[src/rtl/fpa_cfg.svh]
// Constants for the fixed priority bus arbiter
// What this block does
// - Wait for bus free before arbitrating
// - Delay 800 ns after bus free
// - Assert busy and own identifier line
// - No arbitration start beyond 1400 ns
// - No upper wait bound while bus free
// - Sample bus 2200 ns after busy
// - Higher identifier or select means lost
// - Winner asserts the select line
// - Losers release within 800 ns of select
// - Winner holds signals 1200 ns after select
// - Watchdog detects selection response failure
// - Watchdog or reset reports no response
// - Target timeout start delay averages 200us
`ifndef FPA_CFG_SVH
`define FPA_CFG_SVH
`define FPA_CLK_PERIOD_NS 8
`define FPA_FREE_DELAY_NS 800
`define FPA_ARB_LATE_NS 1400
`define FPA_SAMPLE_NS 2200
`define FPA_RELEASE_NS 800
`define FPA_HOLD_NS 1200
`define FPA_TGT_DELAY_US 200
`define FPA_FREE_CYC ((`FPA_FREE_DELAY_NS+`FPA_CLK_PERIOD_NS-1)/`FPA_CLK_PERIOD_NS)
`define FPA_LATE_CYC (`FPA_ARB_LATE_NS/`FPA_CLK_PERIOD_NS)
`define FPA_SAMPLE_CYC ((`FPA_SAMPLE_NS+`FPA_CLK_PERIOD_NS-1)/`FPA_CLK_PERIOD_NS)
`define FPA_RELEASE_CYC (`FPA_RELEASE_NS/`FPA_CLK_PERIOD_NS)
`define FPA_HOLD_CYC ((`FPA_HOLD_NS+`FPA_CLK_PERIOD_NS-1)/`FPA_CLK_PERIOD_NS)
`define FPA_TGT_CYC ((`FPA_TGT_DELAY_US*1000)/`FPA_CLK_PERIOD_NS)
`define FPA_WDOG_CYC 100000
`define FPA_CNT_W 17
`define FPA_ID_W 3
`define FPA_NODES 8
`define FPA_STAT_W 2
`define FPA_STAT_OK 2'h1
`define FPA_STAT_NORSP 2'h2
`endif

[src/rtl/fpa_pkg.sv]
// Types for the fixed priority bus arbiter
package fpa_pkg;
    typedef enum logic [5:0] {
        FPA_IDLE = 6'h01,
        FPA_WAIT_FREE = 6'h02,
        FPA_DELAY = 6'h04,
        FPA_ARB = 6'h08,
        FPA_WON = 6'h10,
        FPA_CONN = 6'h20
    } fpa_state_type;
    typedef logic [7:0] fpa_lines_type;
endpackage

[src/rtl/fpa_tmr_if.sv]
// Timer carrier between arbiter and its counters
`timescale 1ns/1ps
interface fpa_tmr_if;
    logic clr;
    logic run;
    logic [16:0] count;
    modport ctl(output clr, output run, input count);
    modport tmr(input clr, input run, output count);
endinterface

[src/rtl/fpa_arbiter.sv]
// Fixed priority arbiter with watchdog and no-response report
`timescale 1ns/1ps
`include "fpa_cfg.svh"
module fpa_arbiter #(
    parameter int WDOG_CYC = `FPA_WDOG_CYC
) (
    input wire logic clk_in,
    input wire logic nrst_in,
    input wire logic [2:0] node_identifier_in,
    input wire logic req_in,
    input wire logic done_in,
    input wire logic tgt_resp_in,
    input wire logic bus_free_in,
    input wire logic bus_reset_in,
    input wire logic sel_line_in,
    input wire fpa_pkg::fpa_lines_type data_lines_in,
    output logic bus_occupied_line_oe_out,
    output logic sel_line_oe_out,
    output fpa_pkg::fpa_lines_type data_lines_oe_out,
    output logic won_out,
    output logic lost_out,
    output logic cmpl_out,
    output logic [1:0] cmpl_status_out
);
    import fpa_pkg::*;
    fpa_state_type state_q, state_d;
    fpa_tmr_if tm();
    fpa_tmr_if wd();
    fpa_timer u_tm (.clk_in(clk_in), .nrst_in(nrst_in), .t(tm.tmr));
    fpa_timer u_wd (.clk_in(clk_in), .nrst_in(nrst_in), .t(wd.tmr));
    localparam logic [16:0] FREE_C = 17'(`FPA_FREE_CYC);
    localparam logic [16:0] LATE_C = 17'(`FPA_LATE_CYC);
    localparam logic [16:0] SAMP_C = 17'(`FPA_SAMPLE_CYC);
    localparam logic [16:0] HOLD_C = 17'(`FPA_HOLD_CYC);
    localparam logic [16:0] WDOG_C = 17'(WDOG_CYC);
    // Longest average start delay a slow target may add to its timeout
    localparam logic [16:0] TGT_C = 17'(`FPA_TGT_CYC);
    // Lines above our own identifier
    fpa_lines_type higher_mask;
    genvar gi;
    generate
        for (gi = 0; gi < `FPA_NODES; gi++) begin : g_hi
            assign higher_mask[gi] = (gi > node_identifier_in);
        end
    endgenerate
    wire higher_seen = |(data_lines_in & higher_mask);
    wire free_ok = tm.count >= FREE_C;
    wire too_late = tm.count > LATE_C;
    wire sample_now = tm.count >= SAMP_C;
    wire hold_done = tm.count >= HOLD_C;
    wire wd_exp = wd.count >= WDOG_C;
    wire lose = higher_seen || sel_line_in;
    wire fail = wd_exp || bus_reset_in;
    wire drive_arb = state_d == FPA_ARB;
    wire drive_sel = state_d == FPA_WON || state_d == FPA_CONN;
    fpa_lines_type id_onehot;
    assign id_onehot = fpa_lines_type'(8'h01 << node_identifier_in);
    always_comb begin
        state_d = state_q;
        case (state_q)
            FPA_IDLE: begin
                if (req_in) state_d = FPA_WAIT_FREE;
            end
            FPA_WAIT_FREE: begin
                if (bus_free_in) state_d = FPA_DELAY;
            end
            FPA_DELAY: begin
                if (!bus_free_in) state_d = FPA_WAIT_FREE;
                else if (free_ok && !too_late) state_d = FPA_ARB;
                else if (too_late) state_d = FPA_DELAY;
            end
            FPA_ARB: begin
                // Another node already selected: back off at once
                if (sel_line_in) state_d = FPA_WAIT_FREE;
                else if (sample_now) begin
                    if (lose) state_d = FPA_WAIT_FREE;
                    else state_d = FPA_WON;
                end
            end
            FPA_WON: begin
                if (hold_done) state_d = FPA_CONN;
            end
            FPA_CONN: begin
                if (fail || done_in) state_d = FPA_IDLE;
            end
            default: state_d = FPA_IDLE;
        endcase
        if (bus_reset_in) state_d = FPA_IDLE;
    end
    // Restart timer on each state change; while free and late, the
    // free detection is refreshed so arbitration waits for new free.
    assign tm.clr = (state_d != state_q) ||
        (state_q == FPA_DELAY && too_late);
    assign tm.run = 1'b1;
    assign wd.clr = state_q != FPA_CONN;
    assign wd.run = !tgt_resp_in;
    always_ff @(posedge clk_in or negedge nrst_in) begin
        if (!nrst_in) begin
            state_q <= FPA_IDLE;
            bus_occupied_line_oe_out <= 1'b1;
            sel_line_oe_out <= 1'b1;
            data_lines_oe_out <= 8'hff;
            won_out <= 1'b0;
            lost_out <= 1'b0;
            cmpl_out <= 1'b0;
            cmpl_status_out <= 2'h0;
        end else begin
            state_q <= state_d;
            bus_occupied_line_oe_out <= !(drive_arb || drive_sel);
            data_lines_oe_out <= (drive_arb || drive_sel) ?
                ~id_onehot : 8'hff;
            sel_line_oe_out <= !drive_sel;
            won_out <= state_q == FPA_ARB && state_d == FPA_WON;
            lost_out <= state_q == FPA_ARB && state_d == FPA_WAIT_FREE;
            cmpl_out <= state_q == FPA_CONN && state_d == FPA_IDLE;
            cmpl_status_out <= fail ? `FPA_STAT_NORSP : `FPA_STAT_OK;
        end
    end
    property p_late;
        @(posedge clk_in) disable iff (!nrst_in)
        (state_q == FPA_DELAY && state_d == FPA_ARB) |-> tm.count <= LATE_C;
    endproperty
    a_late: assert property (p_late) else $error("late arbitration");
    property p_free;
        @(posedge clk_in) disable iff (!nrst_in)
        (state_q == FPA_DELAY && state_d == FPA_ARB) |-> free_ok;
    endproperty
    a_free: assert property (p_free) else $error("early drive");
    property p_lose;
        @(posedge clk_in) disable iff (!nrst_in)
        (state_q == FPA_ARB && sample_now && lose && !bus_reset_in)
        |=> state_q == FPA_WAIT_FREE ##1 bus_occupied_line_oe_out;
    endproperty
    a_lose: assert property (p_lose) else $error("no release");
    property p_win;
        @(posedge clk_in) disable iff (!nrst_in)
        (state_q == FPA_ARB && sample_now && !lose && !bus_reset_in &&
        !sel_line_in) |=> !sel_line_oe_out && won_out;
    endproperty
    a_win: assert property (p_win) else $error("no select");
    property p_hold;
        @(posedge clk_in) disable iff (!nrst_in || bus_reset_in)
        $rose(state_q == FPA_WON) && !bus_reset_in |->
        (state_q == FPA_WON) [*8];
    endproperty
    a_hold: assert property (p_hold) else $error("hold broken");
    property p_norsp;
        @(posedge clk_in) disable iff (!nrst_in)
        (state_q == FPA_CONN && fail) |=> cmpl_out &&
        cmpl_status_out == `FPA_STAT_NORSP;
    endproperty
    a_norsp: assert property (p_norsp) else $error("bad status");
    property p_samp;
        @(posedge clk_in) disable iff (!nrst_in)
        (state_q == FPA_ARB && state_d == FPA_WON) |-> tm.count >= SAMP_C;
    endproperty
    a_samp: assert property (p_samp) else $error("early sample");
    property p_wait;
        @(posedge clk_in) disable iff (!nrst_in)
        (state_q == FPA_WAIT_FREE && !bus_free_in) |=>
        state_q != FPA_ARB;
    endproperty
    a_wait: assert property (p_wait) else $error("no free wait");
    property p_quiet;
        @(posedge clk_in) disable iff (!nrst_in)
        (state_q == FPA_WAIT_FREE || state_q == FPA_DELAY) |->
        bus_occupied_line_oe_out && sel_line_oe_out &&
        data_lines_oe_out == 8'hff;
    endproperty
    a_quiet: assert property (p_quiet) else $error("early drive");
    property p_drive;
        @(posedge clk_in) disable iff (!nrst_in)
        (state_q == FPA_ARB) |-> !bus_occupied_line_oe_out &&
        data_lines_oe_out == ~id_onehot;
    endproperty
    a_drive: assert property (p_drive) else $error("bad arb lines");
    property p_release;
        @(posedge clk_in) disable iff (!nrst_in)
        (state_q == FPA_ARB && sel_line_in) |=>
        bus_occupied_line_oe_out && data_lines_oe_out == 8'hff;
    endproperty
    a_release: assert property (p_release) else $error("slow release");
    property p_hold_len;
        @(posedge clk_in) disable iff (!nrst_in)
        (state_q == FPA_WON && state_d == FPA_CONN) |-> tm.count >= HOLD_C;
    endproperty
    a_hold_len: assert property (p_hold_len) else $error("short hold");
    property p_wdog;
        @(posedge clk_in) disable iff (!nrst_in)
        (state_q == FPA_CONN && wd_exp) |=> state_q == FPA_IDLE;
    endproperty
    a_wdog: assert property (p_wdog) else $error("watchdog ignored");
    property p_busrst;
        @(posedge clk_in) disable iff (!nrst_in)
        bus_reset_in |=> state_q == FPA_IDLE;
    endproperty
    a_busrst: assert property (p_busrst) else $error("reset ignored");
    c_win: cover property (@(posedge clk_in) won_out);
    c_lost: cover property (@(posedge clk_in) lost_out);
    c_norsp: cover property (@(posedge clk_in)
        cmpl_out && cmpl_status_out == `FPA_STAT_NORSP);
    c_slow_tgt: cover property (@(posedge clk_in)
        state_q == FPA_CONN && wd.count >= TGT_C);
endmodule

[src/rtl/fpa_timer.sv]
// Saturating cycle counter used for every arbitration delay
`timescale 1ns/1ps
module fpa_timer (
    input wire logic clk_in,
    input wire logic nrst_in,
    fpa_tmr_if.tmr t
);
    logic [16:0] cnt_q;
    logic [16:0] cnt_d;
    assign cnt_d = t.clr ? 17'h00000 :
        ((t.run && cnt_q != 17'h1ffff) ? cnt_q + 17'h00001 : cnt_q);
    assign t.count = cnt_q;
    always_ff @(posedge clk_in or negedge nrst_in) begin
        if (!nrst_in) begin
            cnt_q <= 17'h00000;
        end else begin
            cnt_q <= cnt_d;
        end
    end
endmodule

[config.mk]
export PLATFORM = sky130hd
export DESIGN_NAME = fpa_arbiter
export DESIGN_NICKNAME = d
export VERILOG_FILES = /design/src/rtl/fpa_pkg.sv /design/src/rtl/fpa_tmr_if.sv /design/src/rtl/fpa_arbiter.sv /design/src/rtl/fpa_timer.sv
export VERILOG_INCLUDE_DIRS = /design/src /design/src/rtl
export SDC_FILE = /design/constraint.sdc
export NUM_CORES = 1
export LEC_CHECK = 0
export BUFFER_PORTS_ARGS = -buffer_cell sky130_fd_sc_hd__buf_4
export CAP_MARGIN = 25
export CORE_MARGIN = 2
export CORE_UTILIZATION = 35
export CTS_BUF_LIST = sky130_fd_sc_hd__clkbuf_8
export DETAILED_ROUTE_END_ITERATION = 10
export GPL_TIMING_DRIVEN = 0
export PLACE_DENSITY = 0.53
export SLEW_MARGIN = 20
export SYNTH_ARGS = -nofsm -noshare
export SYNTH_HDL_FRONTEND = slang
export SYNTH_SLANG_ARGS = --single-unit
[constraint.sdc]
create_clock -name clk_in -period 2.8 [get_ports clk_in]
set_input_delay 0 -clock clk_in [delete_from_list [all_inputs] [get_ports clk_in]]
set_output_delay 0 -clock clk_in [all_outputs]
set_load 0.005 [all_outputs]
### Yosys cells after proc, flatten, opt, wreduce, memory -nomap -nowiden

Index checks and enable logic that the tools add are counted.

* word-level logic and storage cells: 79
* register bits after elaboration: 55
* input bits: 19
* output and inout bits: 15

* bitwise operators: 2
* add/sub/neg operators: 2
* equal/unequal tests: 15
* mux-type cells: 18
* shift-type cells: 1
* $lt $le $gt $ge: 12
* reduce and logical (&&, ||, !) cells: 19

Operators with widths (count)
* $mux 17: 4
* $mux 6: 10
* $pmux 6 s6: 1
* $add 17x1->17 const B: 2
* $ne 17x17->1 const B: 2
* $ge 17x17->1 const B: 1
* $ge 17x7->1 const B: 1
* $ge 17x8->1 const B: 1
* $ge 17x9->1 const B: 1
* $gt 17x8->1 const B: 1
* $eq 6x1->1 const B: 2
* $eq 6x2->1 const B: 2
* $eq 6x4->1 const B: 2
* $eq 6x5->1 const B: 2
* $eq 6x6->1 const B: 2
* $gt 3x3->1 const A: 4
* $and 8x8->8: 1
* $mux 8: 1
* $not 8->8: 1
* $reduce_or 8->1: 1
* $shl 1x3->8 const A: 1
* $eq 6x3->1 const B: 1
* $gt 2x3->1 const A: 2
* $logic_and 1x1->1: 6
* other kinds (8): 17

### Longest topological paths before layout

* word-level depth: 13
* depth in mapped cells: 14
* mapped depth without buffers: 13

### Hierarchy

Synthesis repeated with hierarchy kept, for this count alone.

* cell total of the unflattened synthesis: 337
* area total of the unflattened synthesis: 3098.0 µm²

By module, submodules not included
* fpa_timer: area an instance 882.1 µm², instances 2, cells each 92, seq. area each 425.4 µm²
* fpa_arbiter: area an instance 1333.8 µm², instances 1, cells each 153, seq. area each 539.3 µm²

### Least setup slack after synthesis

No wires, ideal clock.

* path type: flip-flop to flip-flop
* start point: register u_tm.cnt_q[8] (netlist: u_tm.t.count[8])
* end point: register u_tm.cnt_q[13] (netlist: u_tm.t.count[13])
* stages on the path, launching flop included: 15
* path buffers: 1
* arrival time: 2.515 ns
* data required time: 2.658 ns
* clock period less this slack: 2.658 ns
* path slack: 0.142 ns
* setup time: 0.142 ns
* cell sequence: dfrtp_1 -> clkbuf_1 -> and3_2 -> and3_1 -> nand3_1 -> nor2_1 -> nand2_1 -> nor3_1 -> ha_1 -> nor2_1 -> and4_1 -> and2_1 -> nor2b_1 -> xnor2_1 -> nor3_1

* longest elaborated chain between the ends: 10
* elaborated cells between the ends (all ways): 22
* those cells by class: add/sub: 1; order compare: 4; eq/ne: 2; mux: 10; reduce/logical: 5

Ends and longest elaborated chain
* start, declared: line fpa_timer.sv:8 `logic [16:0] cnt_q;`
* start signal, assigned: line fpa_timer.sv:17 `cnt_q <= cnt_d;`
* $gt 17x8->1: line fpa_arbiter.sv:48 `wire too_late = tm.count > LATE_C;`
* $logic_not 1->1: line fpa_arbiter.sv:69 `else if (free_ok && !too_late) state_d = FPA_ARB;`
* $logic_and 1x1->1: line fpa_arbiter.sv:69
* $mux 6: line fpa_arbiter.sv:69
* $mux 6: line fpa_arbiter.sv:68 `if (!bus_free_in) state_d = FPA_WAIT_FREE;`
* $pmux 6 s6: line fpa_arbiter.sv:60 `case (state_q)`
* $mux 6: line fpa_arbiter.sv:88 `if (bus_reset_in) state_d = FPA_IDLE;`
* $ne 6x6->1: line fpa_arbiter.sv:92 `assign tm.clr = (state_d != state_q) ||`
* $logic_or 1x1->1: line fpa_arbiter.sv:92
* $mux 17 or $reduce_bool 2->1 (tied branches)

Several ways; a longest one is shown, not always the timed one. The select of a mux whose other input is x is not followed.
A chain may end at the register's enable or synchronous reset.

### Worst setup path in the final report

* start point: register u_tm.cnt_q[7] (netlist: u_tm.t.count[7])
* end point: register data_lines_oe_out[4]

* longest elaborated chain between the ends: 11
* elaborated cells between the ends (all ways): 20
* those cells by class: order compare: 4; eq/ne: 3; mux: 9; reduce/logical: 4

Ends and longest elaborated chain
* $gt 17x8->1: line fpa_arbiter.sv:48
* $logic_not 1->1: line fpa_arbiter.sv:69
* $logic_and 1x1->1: line fpa_arbiter.sv:69
* $mux 6: line fpa_arbiter.sv:69
* $mux 6: line fpa_arbiter.sv:68
* $pmux 6 s6 (*): line fpa_arbiter.sv:60
* $mux 6 (*): line fpa_arbiter.sv:88
* $eq 6x5->1 or $eq 6x6->1 (tied branches): line fpa_arbiter.sv:55 `wire drive_sel = state_d == FPA_WON || state_d == FPA_CONN;`
* $logic_or 1x1->1: line fpa_arbiter.sv:55
* $logic_or 1x1->1 (*): line fpa_arbiter.sv:110 `data_lines_oe_out <= (drive_arb || drive_sel) ?`
* $mux 8 (*): line fpa_arbiter.sv:110
* end signal, assigned: line fpa_arbiter.sv:110
* end, declared: line fpa_arbiter.sv:19 `output fpa_pkg::fpa_lines_type data_lines_oe_out,`

Mark *: on every way between the ends. The rest lies on a longest branch, timed or not.

==> flow_metrics.py <==
metrics = {
    "outcome": {
        "run_status": "finished clean",
    },
    "synthesis": {
        "synth-compound-area-share_pct": 11.1,
        "yosysWarnings": 0,
        "syn-num-nets": 362,
        "yosysTopAreaCell": "dfrtp_1",
        "synthSimpleGateAreaFrac_pct": 28.0,
        "ys_seq_area_share_pct": 44.2,
        "ys_ff_latch": 55,
        "synthMuxAreaShare_pct": 0.636,
        "syn_area_sq_um": 3150,
        "synth_edf_count": 0,
        "synth_top_family_by_area": "simple AND/OR/NAND/NOR gates",
        "async_reset_ff_share_pct": 100,
        "synth_ff_type": "dfrtp_1",
        "synthXorXnorAreaFrac_pct": 8.91,
        "synth_area_leaders": "dfrtp_1, dfstp_2, xor2_1",
        "synth_cells": 337,
        "yosysUniqueCellTypes": 65,
        "yosysTopAreaCellShare_pct": 35.0,
        "syn-mean-instance-area_sq_um": 9.33,
        "yosys.area_share.adder_pct": 2.39,
    },
    "global_routing": {
        "grt_pass1_vias": 2516,
        "grt_max_degree": 56,
        "gr-usage-met3_pct": 3.48,
        "antenna_found_initial": 0,
        "grt_pass1_wl_microns": 12300,
        "met2_usage_pct": 23.6,
        "gr-total-overflow": 0,
        "use_met1_pct": 21.6,
        "grt-busiest-layer": "met2",
        "grt_util_all_layers_pct": 15.3,
    },
    "detailed_routing": {
        "drt-total-wl_microns": 7230,
        "vias": 2599,
        "wl_per_cell_microns": 14.5,
        "viasPerCell": 5.23,
        "drc": 0,
        "first_iter_violations": 160,
        "route.antenna.remaining_nets": 0,
        "first_pass_iters": 4,
    },
    "sta": {
        "fin_skew_ps": 14.2,
        "setup_violations": 0,
        "min_period_over_period_pct": 95.3,
        "max_freq_mhz": 375,
        "hold_slack_ps": 47.2,
        "hold_violations": 0,
        "layout_setup_ws_ps": 133,
        "max_slew_margin_pct": 52.9,
        "drv_slew": 0,
        "tightest_slew_ps": 706,
        "fin_crit_ps": 2670,
    },
    "die": {
        "dieWidth_microns": 98.8,
        "core_area_sq_um": 8720,
        "dieArea_sq_um": 9760,
        "fp.dieH_microns": 98.8,
        "rows": 34,
        "initial_core_util_pct": 36.1,
        "ios": 34,
    },
    "critical_path": {
        "cp-end-kind": "flop",
        "start_kind": "flop",
        "arrival_ps": 2910,
        "startpoint": "u_tm.t.count[7]$_DFFE_PN0P_",
        "reg2reg_slack_ps": 130,
        "crit_type": "reg2reg",
        "rr_worst_depth": 10,
        "crit_required_ps": 3040,
        "crit_fanout": 8,
        "r2r-end": "data_lines_oe_out[4]$_DFF_PN1_",
        "endpoint": "data_lines_oe_out[4]$_DFF_PN1_",
        "r2r_start": "u_tm.t.count[7]$_DFFE_PN0P_",
    },
    "clock_network": {
        "clk_latency_ps": 320,
        "clock_sinks": 55,
        "cts_tree": "yes",
        "clk_pin_slew_ps": 100,
        "cts_buffers": 5,
        "cts_root_buffer": "clkbuf_8",
        "h-tree-depth": 2,
        "clk_path_buf_depth": 2,
    },
    "power_and_ir_drop": {
        "cellPowerDensity_nw_per_um2": 531,
        "power.total_mw": 2.04,
        "p_leak_nw": 1.61,
        "vdd_drop_max_mv": 0.233,
    },
    "placed_design": {
        "placed_area_sq_um": 3510,
        "dp_hpwl_microns": 4940,
        "gp_congestion": 0.813,
        "dpl.cell_count": 476,
        "numPortBuffers": 31,
        "place_ws_ps": -223,
    },
    "run": {
        "cap_violations": 0,
    },
    "finish": {
        "final_cells": 497,
        "diodes": 0,
        "final_area_sq_um": 3850,
        "layout-drive-gt1-share_pct": 26.2,
        "area_growth_pct": 22.4,
        "final_nets": 413,
    },
    "hold_path": {
        "hp-class": "in2reg",
    },
}
-- power by group --
part | switching, mW | leakage, nW | total (mW) | internal [mW]
Combinational | 0.346 | 0.836 | 0.613 | 0.266
Clock | 0.278 | 0.0562 | 0.546 | 0.267
Sequential | 0.0287 | 0.722 | 0.886 | 0.857
Total | 0.653 | 1.61 | 2.04 | 1.39
-- through the flow --
stage / setup TNS, ps / utilization [%]
after global placement: -2230 / 40.3
after detailed placement: -2580 / 40.3
after CTS: 0 / 42.6
after global routing: -66.7 / 44.1
final: 0 / 44.1
after floorplan: 0 / -
-- worst min path at each step --
stage / cells after the start / slack, ps / startpoint / end
6_report: 2 / 50 / node_identifier_in[1] / data_lines_oe_out[2]$_DFF_PN1_
5_1_grt: 4 / 60 / bus_reset_in / won_out$_DFF_PN0_
4_1_cts: 4 / 40 / bus_reset_in / won_out$_DFF_PN0_
3_5_place_dp: 1 / 110 / nrst_in / u_tm.t.count[7]$_DFFE_PN0P_
3_3_place_gp: 1 / 110 / nrst_in / u_tm.t.count[7]$_DFFE_PN0P_
2_1_floorplan: 0 / -300 / nrst_in / cmpl_out$_DFF_PN0_
-- worst max-delay path: stages, from the launching register on --
cell      delay (ps)
dfrtp_1          400
buf_6            140
or3_1            360
a31o_1           220
a211oi_4         290
buf_4            170
o21bai_2          70
a21boi_2         180
nor3b_4          260
inv_2             50
or4b_1           460
-- cells in the mapped netlist, types with 4 or more instances --
library cell  instances
dfrtp_1              44
nor2_1               41
nand2_1              24
nor3_1               24
xor2_1               21
a21oi_1              12
nand3_1              12
dfstp_2              11
inv_1                11
xnor2_1              11
clkbuf_1              8
o21ai_0               8
buf_2                 7
nand2b_1              7
nand4_1               7
ha_1                  6
nand3b_1              6
nor4_1                5
or3_1                 5
and3_1                4
-- logic make-up after synthesis --
group | count (synthesis)
and+or+nand+nor | 162
DFF | 55
AOI/OAI and AO/OA | 48
xor gates and xnor gates | 32
buffers and inverters | 32
adders and majority gates | 6
muxes | 2
-- sequential cells by signal (all words and copies together) (netlist names) --
name and flops:
cmpl_status_out 2, u_wd.t.count 17, data_lines_oe_out 8, state_q 6, lost_out 1, u_tm.t.count 17
sel_line_oe_out 1, cmpl_out 1, bus_occupied_line_oe_out 1, won_out 1
-- repair_timing --
item	4_1_cts	5_1_grt
endpoints found under the setup margin	15	27
buffers inserted	3	8
endpoints found under the hold margin	48	0
pin swaps	3	6
resized for setup	7	20
hold buffers	4	0
-- cell type report --
cell class,count,area (sq um)
plain buffers,17,105
clock buffers,5,68.8
clock inverters,3,42.5
fillers,853,4870
inverters,13,48.8
multi-input cells,250,1700
flip-flops and latches,55,1390
well taps,108,135
repair buffers,46,355
-- cell usage in the layout, fill, tap and decap left out, drive strengths merged, types with 12 or more instances in the layout --
cell | netlist | routed
dfrtp | 44 | 44
nor3 | 24 | 24
inv | 13 | 14
nand2 | 24 | 24
xor2 | 21 | 21
nor2 | 41 | 41
a21oi | 12 | 12
buf | 11 | 53
nand3 | 12 | 12
-- layer usage --
layer  wire [microns]  share of wire [%]
met5                0                  0
met2             3320                 46
met4              110                1.5
met3              280                3.9
met1             3520                 49
No activity file was read; power rests on OpenSTA's default activity.
